`src/brgc_regs.svh`:
```
// Register offsets, field positions, reset values and timing counts
`ifndef BRGC_REGS_SVH
`define BRGC_REGS_SVH
`define BRGC_CTRL_IDX     8'h01
`define BRGC_STAT_IDX     8'h02
`define BRGC_CTRL_ADDR    (32'(`BRGC_CTRL_IDX) << 2)
`define BRGC_STAT_ADDR    (32'(`BRGC_STAT_IDX) << 2)
`define BRGC_HOLDOFF_BIT  7
`define BRGC_TRIGGER_BIT  6
`define BRGC_GAP_MSB      5
`define BRGC_GAP_MAX      6'h3f
`define BRGC_GAP_RESET    6'h3f
`define BRGC_ADDR_MASK    32'h0000_00ff
`define BRGC_RESET_NS     2000
`define BRGC_CLK_NS       20
`define BRGC_RESET_CYC    ((`BRGC_RESET_NS + `BRGC_CLK_NS - 1) / `BRGC_CLK_NS)
`endif

```
`src/brgc_pkg.sv`:
```
// Types shared by the bus reset and gap count controller
package brgc_pkg;
  typedef enum logic [1:0] {
    BRGC_IDLE = 2'b00,
    BRGC_BUSY = 2'b01
  } brgc_state_t;
  typedef struct packed {
    logic       holdoff;
    logic [5:0] gap;
  } brgc_cfg_t;
endpackage

```
`src/brgc_top.sv`:
```
// Bus reset initiation, root holdoff and gap count controller with AHB-Lite slave
`timescale 1ns/10ps
`default_nettype none
`include "brgc_regs.svh"
//////////////////////////////////////////////////////////////////////////////
// Software reaches one control word and one status word over AHB-Lite with
// no wait states. Writes land in the data phase; read words are registered
// at the end of the address phase so they stand through the data phase.
// The packet and cable reset inputs come from the PHY's own packet and
// arbitration logic on hclk, so they are used without synchronisers.
// A write whose trigger bit is clear is dropped whole: holdoff and gap are
// only ever written together with a set trigger bit, which starts a bus reset only from idle.
// Same-cycle priority is trigger write, then packet, then gap fallback.
// A trigger written while the own reset runs stores the fields but does
// not restart the reset, so only a system reset ends the pulse before the full count.
// The end of the own reset counts as a bus reset for the fallback, which
// is why a trigger write clears the tracking flag.
module brgc_top
  import brgc_pkg::*;
(
  input  wire logic        hclk,          // System clock
  input  wire logic        hresetn,       // Async reset, active low
  input  wire logic        hsel,          // Slave select
  input  wire logic [31:0] haddr,         // Byte address
  input  wire logic [1:0]  htrans,        // Transfer type
  input  wire logic        hwrite,        // Write strobe
  input  wire logic [2:0]  hsize,         // Transfer size
  input  wire logic [31:0] hwdata,        // Write data
  input  wire logic        hready,        // Bus ready in
  output logic      [31:0] hrdata,        // Read data
  output logic             hreadyout,     // Always ready
  output logic             hresp,         // Always OKAY
  input  wire logic        cfg_pkt_valid, // Config packet sent or received
  input  wire logic        cfg_pkt_rhb,   // Holdoff from packet
  input  wire logic [5:0]  cfg_pkt_gap,   // Gap count from packet
  input  wire logic        bus_reset_in,  // Bus reset seen on cable
  output logic             bus_reset_out, // Drive bus reset, level
  output logic             root_holdoff_flag, // Current holdoff
  output logic      [5:0]  gap_count      // Current gap count
);
  //////////////////////////////////////////////////////////////////////////////
  // Bus address phase capture
  logic        wr_pend_q, wr_pend_d;
  logic        rd_ctrl_q, rd_ctrl_d;
  logic [31:0] addr_q, addr_d;
  logic        ap_valid;
  assign ap_valid = hsel && hready && htrans[1];
  // Decode the address phase into a pending write or read
  always_comb begin
    wr_pend_d = ap_valid && hwrite;
    rd_ctrl_d = ap_valid && !hwrite;
    addr_d    = ap_valid ? (haddr & `BRGC_ADDR_MASK) : addr_q;
  end
  // Address phase registers
  always_ff @(posedge hclk or negedge hresetn) begin
    if (!hresetn) begin
      wr_pend_q <= 1'b0;
      rd_ctrl_q <= 1'b0;
      addr_q    <= 32'h0000_0000;
    end else begin
      wr_pend_q <= wr_pend_d;
      rd_ctrl_q <= rd_ctrl_d;
      addr_q    <= addr_d;
    end
  end
  //////////////////////////////////////////////////////////////////////////////
  // Control state: holdoff, gap, reset tracking and reset generator
  brgc_cfg_t   cfg_q, cfg_d;
  logic        seen_q, seen_d;
  brgc_state_t st_q, st_d;
  logic [7:0]  cnt_q, cnt_d;
  logic        ctrl_wr, trig_wr, bus_rst_ev, gap_upd;
  // Write strobe, bus reset event and gap update decode
  assign ctrl_wr    = wr_pend_q && (addr_q == `BRGC_CTRL_ADDR);
  assign trig_wr    = ctrl_wr && hwdata[`BRGC_TRIGGER_BIT];
  assign bus_rst_ev = bus_reset_in || (st_q == BRGC_BUSY && cnt_q == 8'h01);
  assign gap_upd    = trig_wr || cfg_pkt_valid;
  always_comb begin
    cfg_d  = cfg_q;
    seen_d = seen_q;
    st_d   = st_q;
    cnt_d  = cnt_q;
    // Second reset with no update in between falls back to max gap
    if (bus_rst_ev) begin
      if (seen_q && !gap_upd) begin
        cfg_d.gap = `BRGC_GAP_MAX;
      end
      seen_d = 1'b1;
    end
    // Packet load from either direction
    if (cfg_pkt_valid) begin
      cfg_d.holdoff = cfg_pkt_rhb;
      cfg_d.gap     = cfg_pkt_gap;
      seen_d        = 1'b0;
    end
    // Trigger write stores fields and clears tracking; from idle it also arms own reset
    if (trig_wr) begin
      cfg_d.holdoff = hwdata[`BRGC_HOLDOFF_BIT];
      cfg_d.gap     = hwdata[`BRGC_GAP_MSB:0];
      seen_d        = 1'b0;
    end
    case (st_q)
      BRGC_IDLE: begin
        // Trigger from idle arms the own reset; while busy it only stores
        if (trig_wr) begin
          st_d  = BRGC_BUSY;
          cnt_d = 8'(`BRGC_RESET_CYC);
        end
      end
      BRGC_BUSY: begin
        // Count down; the last busy cycle counts as a bus reset event
        cnt_d = cnt_q - 8'h01;
        if (cnt_q == 8'h01) begin
          st_d = BRGC_IDLE;
        end
      end
      default: begin
        st_d = BRGC_IDLE;
      end
    endcase
  end
  // Control state registers
  always_ff @(posedge hclk or negedge hresetn) begin
    if (!hresetn) begin
      cfg_q  <= '{holdoff: 1'b0, gap: `BRGC_GAP_RESET};
      seen_q <= 1'b0;
      st_q   <= BRGC_IDLE;
      cnt_q  <= 8'h00;
    end else begin
      cfg_q  <= cfg_d;
      seen_q <= seen_d;
      st_q   <= st_d;
      cnt_q  <= cnt_d;
    end
  end
  //////////////////////////////////////////////////////////////////////////////
  // Registered outputs and read data
  logic [31:0] rdata_d;
  // Read word from next state values so it matches the data phase
  always_comb begin
    rdata_d = 32'h0000_0000;
    if (rd_ctrl_d && ((haddr & `BRGC_ADDR_MASK) == `BRGC_CTRL_ADDR)) begin
      rdata_d = {24'h000000, cfg_d.holdoff, (st_d == BRGC_BUSY), cfg_d.gap};
    end else if (rd_ctrl_d && ((haddr & `BRGC_ADDR_MASK) == `BRGC_STAT_ADDR)) begin
      rdata_d = {30'h0000_0000, seen_d, (st_d == BRGC_BUSY)};
    end
  end
  // Output registers; the bus response is fixed at ready and OKAY
  always_ff @(posedge hclk or negedge hresetn) begin
    if (!hresetn) begin
      hrdata            <= 32'h0000_0000;
      hreadyout         <= 1'b1;
      hresp             <= 1'b0;
      bus_reset_out     <= 1'b0;
      root_holdoff_flag <= 1'b0;
      gap_count         <= `BRGC_GAP_RESET;
    end else begin
      hrdata            <= rdata_d;
      hreadyout         <= 1'b1;
      hresp             <= 1'b0;
      bus_reset_out     <= (st_d == BRGC_BUSY);
      root_holdoff_flag <= cfg_d.holdoff;
      gap_count         <= cfg_d.gap;
    end
  end
  //////////////////////////////////////////////////////////////////////////////
  // Helper: cycles the own bus reset has been driven so far
  logic [7:0]  rst_len_q, rst_len_d;
  always_comb begin
    rst_len_d = bus_reset_out ? (rst_len_q + 8'h01) : 8'h00;
  end
  // Helper register, cleared with the rest of the block
  always_ff @(posedge hclk or negedge hresetn) begin
    if (!hresetn) begin
      rst_len_q <= 8'h00;
    end else begin
      rst_len_q <= rst_len_d;
    end
  end
  //////////////////////////////////////////////////////////////////////////////
  // Checks
  // Trigger write from idle raises the own reset next cycle
  a_trig_starts: assert property (@(posedge hclk) disable iff (!hresetn)
    (trig_wr && st_q == BRGC_IDLE) |=> bus_reset_out)
    else $error("trigger write did not start bus reset");
  // Own reset lasts the full count and never longer
  a_rst_length: assert property (@(posedge hclk) disable iff (!hresetn)
    $fell(bus_reset_out) |-> rst_len_q == 8'(`BRGC_RESET_CYC))
    else $error("own bus reset ended at the wrong length");
  a_rst_bound: assert property (@(posedge hclk) disable iff (!hresetn)
    bus_reset_out |-> rst_len_q < 8'(`BRGC_RESET_CYC))
    else $error("own bus reset ran too long");
  // Trigger write stores holdoff and gap, over any packet in that cycle
  a_trig_stores: assert property (@(posedge hclk) disable iff (!hresetn)
    trig_wr |=> (gap_count == $past(hwdata[`BRGC_GAP_MSB:0]) &&
                 root_holdoff_flag == $past(hwdata[`BRGC_HOLDOFF_BIT])))
    else $error("trigger write did not store fields");
  // Packet loads both fields when no trigger write competes
  a_pkt_loads: assert property (@(posedge hclk) disable iff (!hresetn)
    (cfg_pkt_valid && !trig_wr) |=> gap_count == $past(cfg_pkt_gap))
    else $error("config packet did not load gap");
  a_pkt_holdoff: assert property (@(posedge hclk) disable iff (!hresetn)
    (cfg_pkt_valid && !trig_wr) |=> root_holdoff_flag == $past(cfg_pkt_rhb))
    else $error("config packet did not load holdoff");
  // Second reset without update falls back to the maximum gap
  a_gap_fallback: assert property (@(posedge hclk) disable iff (!hresetn)
    (bus_rst_ev && seen_q && !gap_upd) |=> gap_count == `BRGC_GAP_MAX)
    else $error("gap did not fall back to max");
  // Gap moves only on an update or a bus reset
  a_gap_steady: assert property (@(posedge hclk) disable iff (!hresetn)
    (!bus_rst_ev && !gap_upd) |=> $stable(gap_count))
    else $error("gap changed without cause");
  // Own trigger clears tracking so its reset keeps the new gap
  a_own_keep: assert property (@(posedge hclk) disable iff (!hresetn)
    trig_wr |=> !seen_q)
    else $error("own reset would revert written gap");
  // Tracking flag follows resets and updates
  a_seen_set: assert property (@(posedge hclk) disable iff (!hresetn)
    (bus_rst_ev && !gap_upd) |=> seen_q)
    else $error("reset tracking flag not set");
  a_seen_clear: assert property (@(posedge hclk) disable iff (!hresetn)
    gap_upd |=> !seen_q)
    else $error("reset tracking flag not cleared");
endmodule
`default_nettype wire

```
`config.mk`:
```
export PLATFORM = sky130hd
export DESIGN_NAME = brgc_top
export DESIGN_NICKNAME = d
export VERILOG_FILES = /design/src/brgc_pkg.sv /design/src/brgc_top.sv
export VERILOG_INCLUDE_DIRS = /design/src
export SDC_FILE = /design/constraint.sdc
export NUM_CORES = 1
export LEC_CHECK = 0
export BUFFER_PORTS_ARGS = -buffer_cell sky130_fd_sc_hd__buf_2
export CELL_PAD_IN_SITES_DETAIL_PLACEMENT = 1
export CELL_PAD_IN_SITES_GLOBAL_PLACEMENT = 1
export CORE_AREA = 5 5 91 93
export DETAILED_ROUTE_END_ITERATION = 7
export DIE_AREA = 0 0 96 98
export PLACE_DENSITY_LB_ADDON = 0.1
export RECOVER_POWER = 50
export SKIP_LAST_GASP = 1
export SLEW_MARGIN = 20
export SYNTH_ARGS = -nofsm -noshare
export SYNTH_HDL_FRONTEND = slang
export SYNTH_SLANG_ARGS = --single-unit
```
`constraint.sdc`:
```
create_clock -name hclk -period 1.5 [get_ports hclk]
set_input_delay 0.075 -clock hclk [delete_from_list [all_inputs] [get_ports hclk]]
set_output_delay 0.075 -clock hclk [all_outputs]
set_load 0.1 [all_outputs]
```
Word-level counts from Yosys, hierarchy flattened. Cells that the tools add are included.

Logic and storage cells: 48. Flip-flop bits (word level): 60. Bits of input ports: 83. Output and inout bits: 42.

Reduce and logical (&&, ||, !) cells: 17. Mux-type cells: 14. Equality and inequality tests: 7. $add $sub $neg: 1.

Operators with widths (count): equality test 8 x 3 -> 1 bit, second input constant (2); two-way mux 8 bit (2); one-hot mux 8 bit (2 select lines) (1); two-way mux 7 bit (2); two-way mux 6 bit (2); logical AND 1 bit (10); equality test 8 x 1 -> 1 bit, second input constant (1); equality test 8 x 4 -> 1 bit, second input constant (1); subtractor 8 x 1 -> 8 bit, second input constant (1); two-way mux 2 bit (3); equality test 2 x 1 -> 1 bit, second input constant (2); one-hot mux 2 bit (2 select lines) (1); two-way mux 1 bit (3); zero test 1 bit (2); zero test 2 bit (1); logical OR 1 bit (2); inequality test 2 bit, second input constant (1); AND reduction 2 bit (1); nonzero test 2 bit (1).

Logic depth before layout (Yosys ltp).
Depth after elaboration: 11. Depth in mapped cells: 6. Gate-level depth less buffers: 6.

Worst setup path after synthesis. OpenSTA, ideal clock, no wires.

Path type: reg-to-reg. From: register addr_q[1]. To: register hrdata[0]. Buffers on the path: 1. Clock period less this slack: 1554 ps. Library setup time: 101 ps. Arrival time: 1453 ps. Slack: -54 ps. Cell stages (with the launch flop): 6. Data required time: 1399 ps. Cells stage by stage: dfrtp_1 > nor4b_4 > and3_1 > buf_6 > o21ai_4 > o32ai_1.

Word-level cells in the longest chain between the ends: 11. Elaborated cells on any way between the ends: 15. Classes of those cells: eq/ne: 2; mux: 8; reduce/logical: 5.

Ends and longest elaborated chain: start: declaration (line brgc_top.sv:45) `logic [31:0] addr_q, addr_d;`; start signal: assignment (line brgc_top.sv:63) `addr_q <= addr_d;`; equality test 8 x 3 -> 1 bit (no source line) *; logical AND 1 bit * (line brgc_top.sv:74) `` assign ctrl_wr = wr_pend_q && (addr_q == `BRGC_CTRL_ADDR); ``; logical AND 1 bit * (line brgc_top.sv:75) `` assign trig_wr = ctrl_wr && hwdata[`BRGC_TRIGGER_BIT]; ``; logical OR 1 bit (line brgc_top.sv:77) `assign gap_upd = trig_wr || cfg_pkt_valid;`; zero test 1 bit (line brgc_top.sv:85) `if (seen_q && !gap_upd) begin`; logical AND 1 bit (line brgc_top.sv:85); two-way mux 6 bit (line brgc_top.sv:85); two-way mux 6 bit (line brgc_top.sv:84) `if (bus_rst_ev) begin`; two-way mux 7 bit (line brgc_top.sv:91) `if (cfg_pkt_valid) begin`; two-way mux 7 bit (line brgc_top.sv:97) `if (trig_wr) begin`; two-way mux 8 bit * (line brgc_top.sv:142) `` if (rd_ctrl_d && ((haddr & `BRGC_ADDR_MASK) == `BRGC_CTRL_ADDR)) begin ``; net rdata_d[0] (line brgc_top.sv:138) `logic [31:0] rdata_d;`; end signal: assignment (line brgc_top.sv:158) `hrdata <= rdata_d;`; end: declaration (line brgc_top.sv:30) `output logic [31:0] hrdata,`.

Mark *: on every way through the listed nets, which the timed path passes. The rest lies on a longest branch. A chain may end at the register's enable or synchronous reset.

Final worst setup path.
From: register addr_q[1]. To: register hrdata[5].

Word-level cells in the longest chain between the ends: 11.

Ends and longest elaborated chain (line): equality test 8 x 3 -> 1 bit (no source line) *; logical AND 1 bit * (brgc_top.sv:74); logical AND 1 bit * (brgc_top.sv:75); logical OR 1 bit (brgc_top.sv:77); zero test 1 bit (brgc_top.sv:85); logical AND 1 bit (brgc_top.sv:85); two-way mux 6 bit (brgc_top.sv:85); two-way mux 6 bit (brgc_top.sv:84); two-way mux 7 bit (brgc_top.sv:91); two-way mux 7 bit * (brgc_top.sv:97); two-way mux 8 bit * (brgc_top.sv:142); net rdata_d[5] (brgc_top.sv:138).

Marks and branches as above.

==> results_dict.tcl <==
set metrics [dict create \
    dr.first_iter.drc_count 9 \
    gp_congestion 0.7407 \
    max_stage_delay_ns 0.42 \
    n_fill_cell 871 \
    core.rowCount 32 \
    drive_above_1_share_pct 54.37 \
    drc_errors 0 \
    clk_pin_slew_ns 0.07 \
    hold_viol 0 \
    cellLeakagePower_uw 0.001322 \
    grt_pass1_wl_um 8970 \
    grt_overflow_total 0 \
    synth_ff_type "dfrtp_1" \
    vias 1564 \
    antenna_found_initial 0 \
    clock-sinks 36 \
    ant_nets 0 \
    grt_pass1_vias 1778 \
    final_nets 347 \
    synth_edf_count 0 \
    syn_to_final_growth_pct 47.56 \
    layout_commonest_cell "buf_2" \
    yosys.area.top_type_share_pct 39.04 \
    cts_made_buffers 5 \
    wl_per_cell_um 14.92 \
    period_minus_slack_ns 1.624 \
    routed_wl_um 5447 \
    finalSetupViolations 17 \
    max_freq_mhz 615.7 \
    start_util_pct 25.82 \
    synthArstFlopShare_pct 100.0 \
    violations "setup timing" \
    period_share_pct 108.3 \
    path_class "flip-flop to flip-flop" \
    cp_data_arrival_time_ns 1.82 \
    max_slew_margin_pct 37.06 \
    io_pins 125 \
    syn_avg_cell_area_um2 10.93 \
    cpMaxStageDelayCell "dfrtp_1" \
    ys_warn_count 0 \
    firstDrtPassIters 4 \
    drt-vias-per-instance 4.285 \
    crit_fanout 8 \
    path_cells "nor4b_4 -> and3_4 -> buf_6 -> nor3_4 -> buf_12 -> a211oi_2" \
    synth_area_um2 1923 \
    portBuffers 46 \
    ys_seq_area_share_pct 47.23 \
    synth-seq-cells 36 \
    end_kind "flip-flop" \
    grt_max_degree 22 \
    drv_slew 0 \
    die_h_um 98 \
    htree_num_levels 2 \
    root_buffer "clkbuf_8" \
    dpl_cell_area_um2 2429 \
    syn_inst 176 \
    post_synth_num_cell_types 45 \
    power.density_nw_per_um2 969.6 \
    max-clock-path-buffers 2 \
    synth_area_leaders "dfrtp_1 (39%), buf_4 (11%), dfstp_2 (8.2%)" \
    critPathRequiredTime_ns 1.70 \
    core-area_um2 7447 \
    cts_tree "built" \
    synth_top_cell_by_area "dfrtp_1" \
    die_area_um2 9408 \
    final_area_um2 2838 \
    cp-start-kind "flip-flop" \
    fin_skew_ns 0.004817 \
    rsz0062_at_grt "yes" \
    final_cell_mix "buf_2 (45), dfrtp_1 (30), buf_4 (29)" \
    hold_class "primary input to flip-flop" \
    track_usage_pct 12.21 \
    drv_cap 0 \
    ir_drop_mv 0.5352 \
    clkLatencyLatePin_ns 0.29 \
    outcome "finished with violations" \
    worst_pin_slew_ns 0.9441 \
    hpwl_um 4187 \
    setup_slack_ns -0.1241 \
    fp.dieW_um 96 \
    n_antenna_cell 0 \
    finalPower_uw 2752 \
    final.setup.tns_ns -1.198 \
]
-- critical path: cells and delay by family, from the launching register on --
kind | cells | cell delay [ns]
DFF | 1 | 0.42
AOI/OAI and AO/OA | 1 | 0.20
buffers and inverters | 2 | 0.26
and+or+nand+nor | 3 | 0.66
-- cell families (layout without fill, tap and decap cells) --
group	count (synthesis)	after routing	share of synthesized area, %
compound gates	32	32	12.30
fa+ha+maj	2	2	1.301
buf+inv	44	106	14.44
flops	36	36	47.23
mux	18	18	10.02
other cells	2	27	0.3905
simple gates	42	42	14.31
-- cell type report --
cell class	instances	area (um^2)	area share, %
inverters	13	48.80	1.720
clock buffers	6	72.57	2.557
repair buffers	85	564.3	19.89
flip-flops and latches	36	908.4	32.01
well taps	102	127.6	4.497
clock inverters	2	35.03	1.235
multi-input cells	121	1081	38.10
-- stage by stage --
stage          hold WS (ns)  cells  utilization, %  worst slack, ns
2_1_floorplan       -0.2206    201               -         -0.04112
3_3_place_gp        0.04912    354           32.61          -0.1676
3_5_place_dp        0.04389    354           32.61          -0.2138
4_1_cts             0.01191    364           37.06          -0.1505
5_1_grt             0.01347    365           38.10          -0.1799
6_report            0.01716    365           38.10          -0.1241
-- where the power goes --
part | internal, uW | switching [uW] | total [uW]
registers | 1050 | 55.9 | 1110
logic | 207 | 593 | 800
clock network | 493 | 350 | 844
total | 1750 | 999 | 2750
-- layer usage --
| layer | GRT usage, % | vias to the layer above | part of all wire, % |
|---|---|---|---|
| li1 | - | 746 | - |
| met1 | 14.47 | 778 | 40 |
| met2 | 22.15 | 34 | 55 |
| met3 | 2.851 | 6 | 3.7 |
| met4 | 2.298 | 0 | 0.61 |
| met5 | 0 | - | 0 |
-- synthesized netlist by cell type, types with 2 or more instances --
| master | count |
|---|---|
| dfrtp_1 | 30 |
| buf_4 | 27 |
| inv_1 | 13 |
| mux2_2 | 10 |
| mux2i_1 | 8 |
| a31oi_1 | 6 |
| dfstp_2 | 6 |
| nand2_1 | 6 |
| nand2b_1 | 5 |
| nor2_1 | 5 |
| a211oi_1 | 4 |
| a21oi_1 | 4 |
| a2bb2oi_1 | 4 |
| nor3_1 | 4 |
| nand3_1 | 3 |
| o21ai_0 | 3 |
| a22o_1 | 2 |
| and3_1 | 2 |
| and4b_1 | 2 |
| buf_2 | 2 |
| conb_1 | 2 |
| ha_1 | 2 |
| nor2b_1 | 2 |
| o22ai_1 | 2 |
| or4_1 | 2 |
-- flip-flops by register name, indices dropped and copies added (netlist names) --
register	flops
hrdata	8
cnt_q	8
addr_q	8
bus_reset_out	1
wr_pend_q	1
gap_count	6
seen_q	1
root_holdoff_flag	1
st_q	2
-- what timing repair did --
| action | 4_1_cts | 5_1_grt |
|---|---|---|
| setup buffers | 4 | 1 |
| hold buffers | 1 | 0 |
| setup endpoints to repair | 20 | 26 |
| hold endpoints to repair | 10 | 0 |
| pin swaps | 14 | 16 |
| gates resized for setup | 38 | 15 |
| gates cloned | 0 | 0 |
-- path summary, 6_finish.rpt --
path	startpoint	to	slack (ns)	depth (start not counted)
hold reg to reg	gap_count[3]	gap_count[3]	0.51	2
min in group asynchronous	hresetn	hrdata[4]	0.45	2
hold / removal	hwrite	wr_pend_q	0.02	3
setup reg to reg	addr_q[1]	hrdata[5]	-0.12	6
setup / recovery	addr_q[1]	hrdata[5]	-0.12	6
max in group asynchronous	hresetn	gap_count[2]	0.08	3
Note: power is estimated with default switching activity, not from simulation.
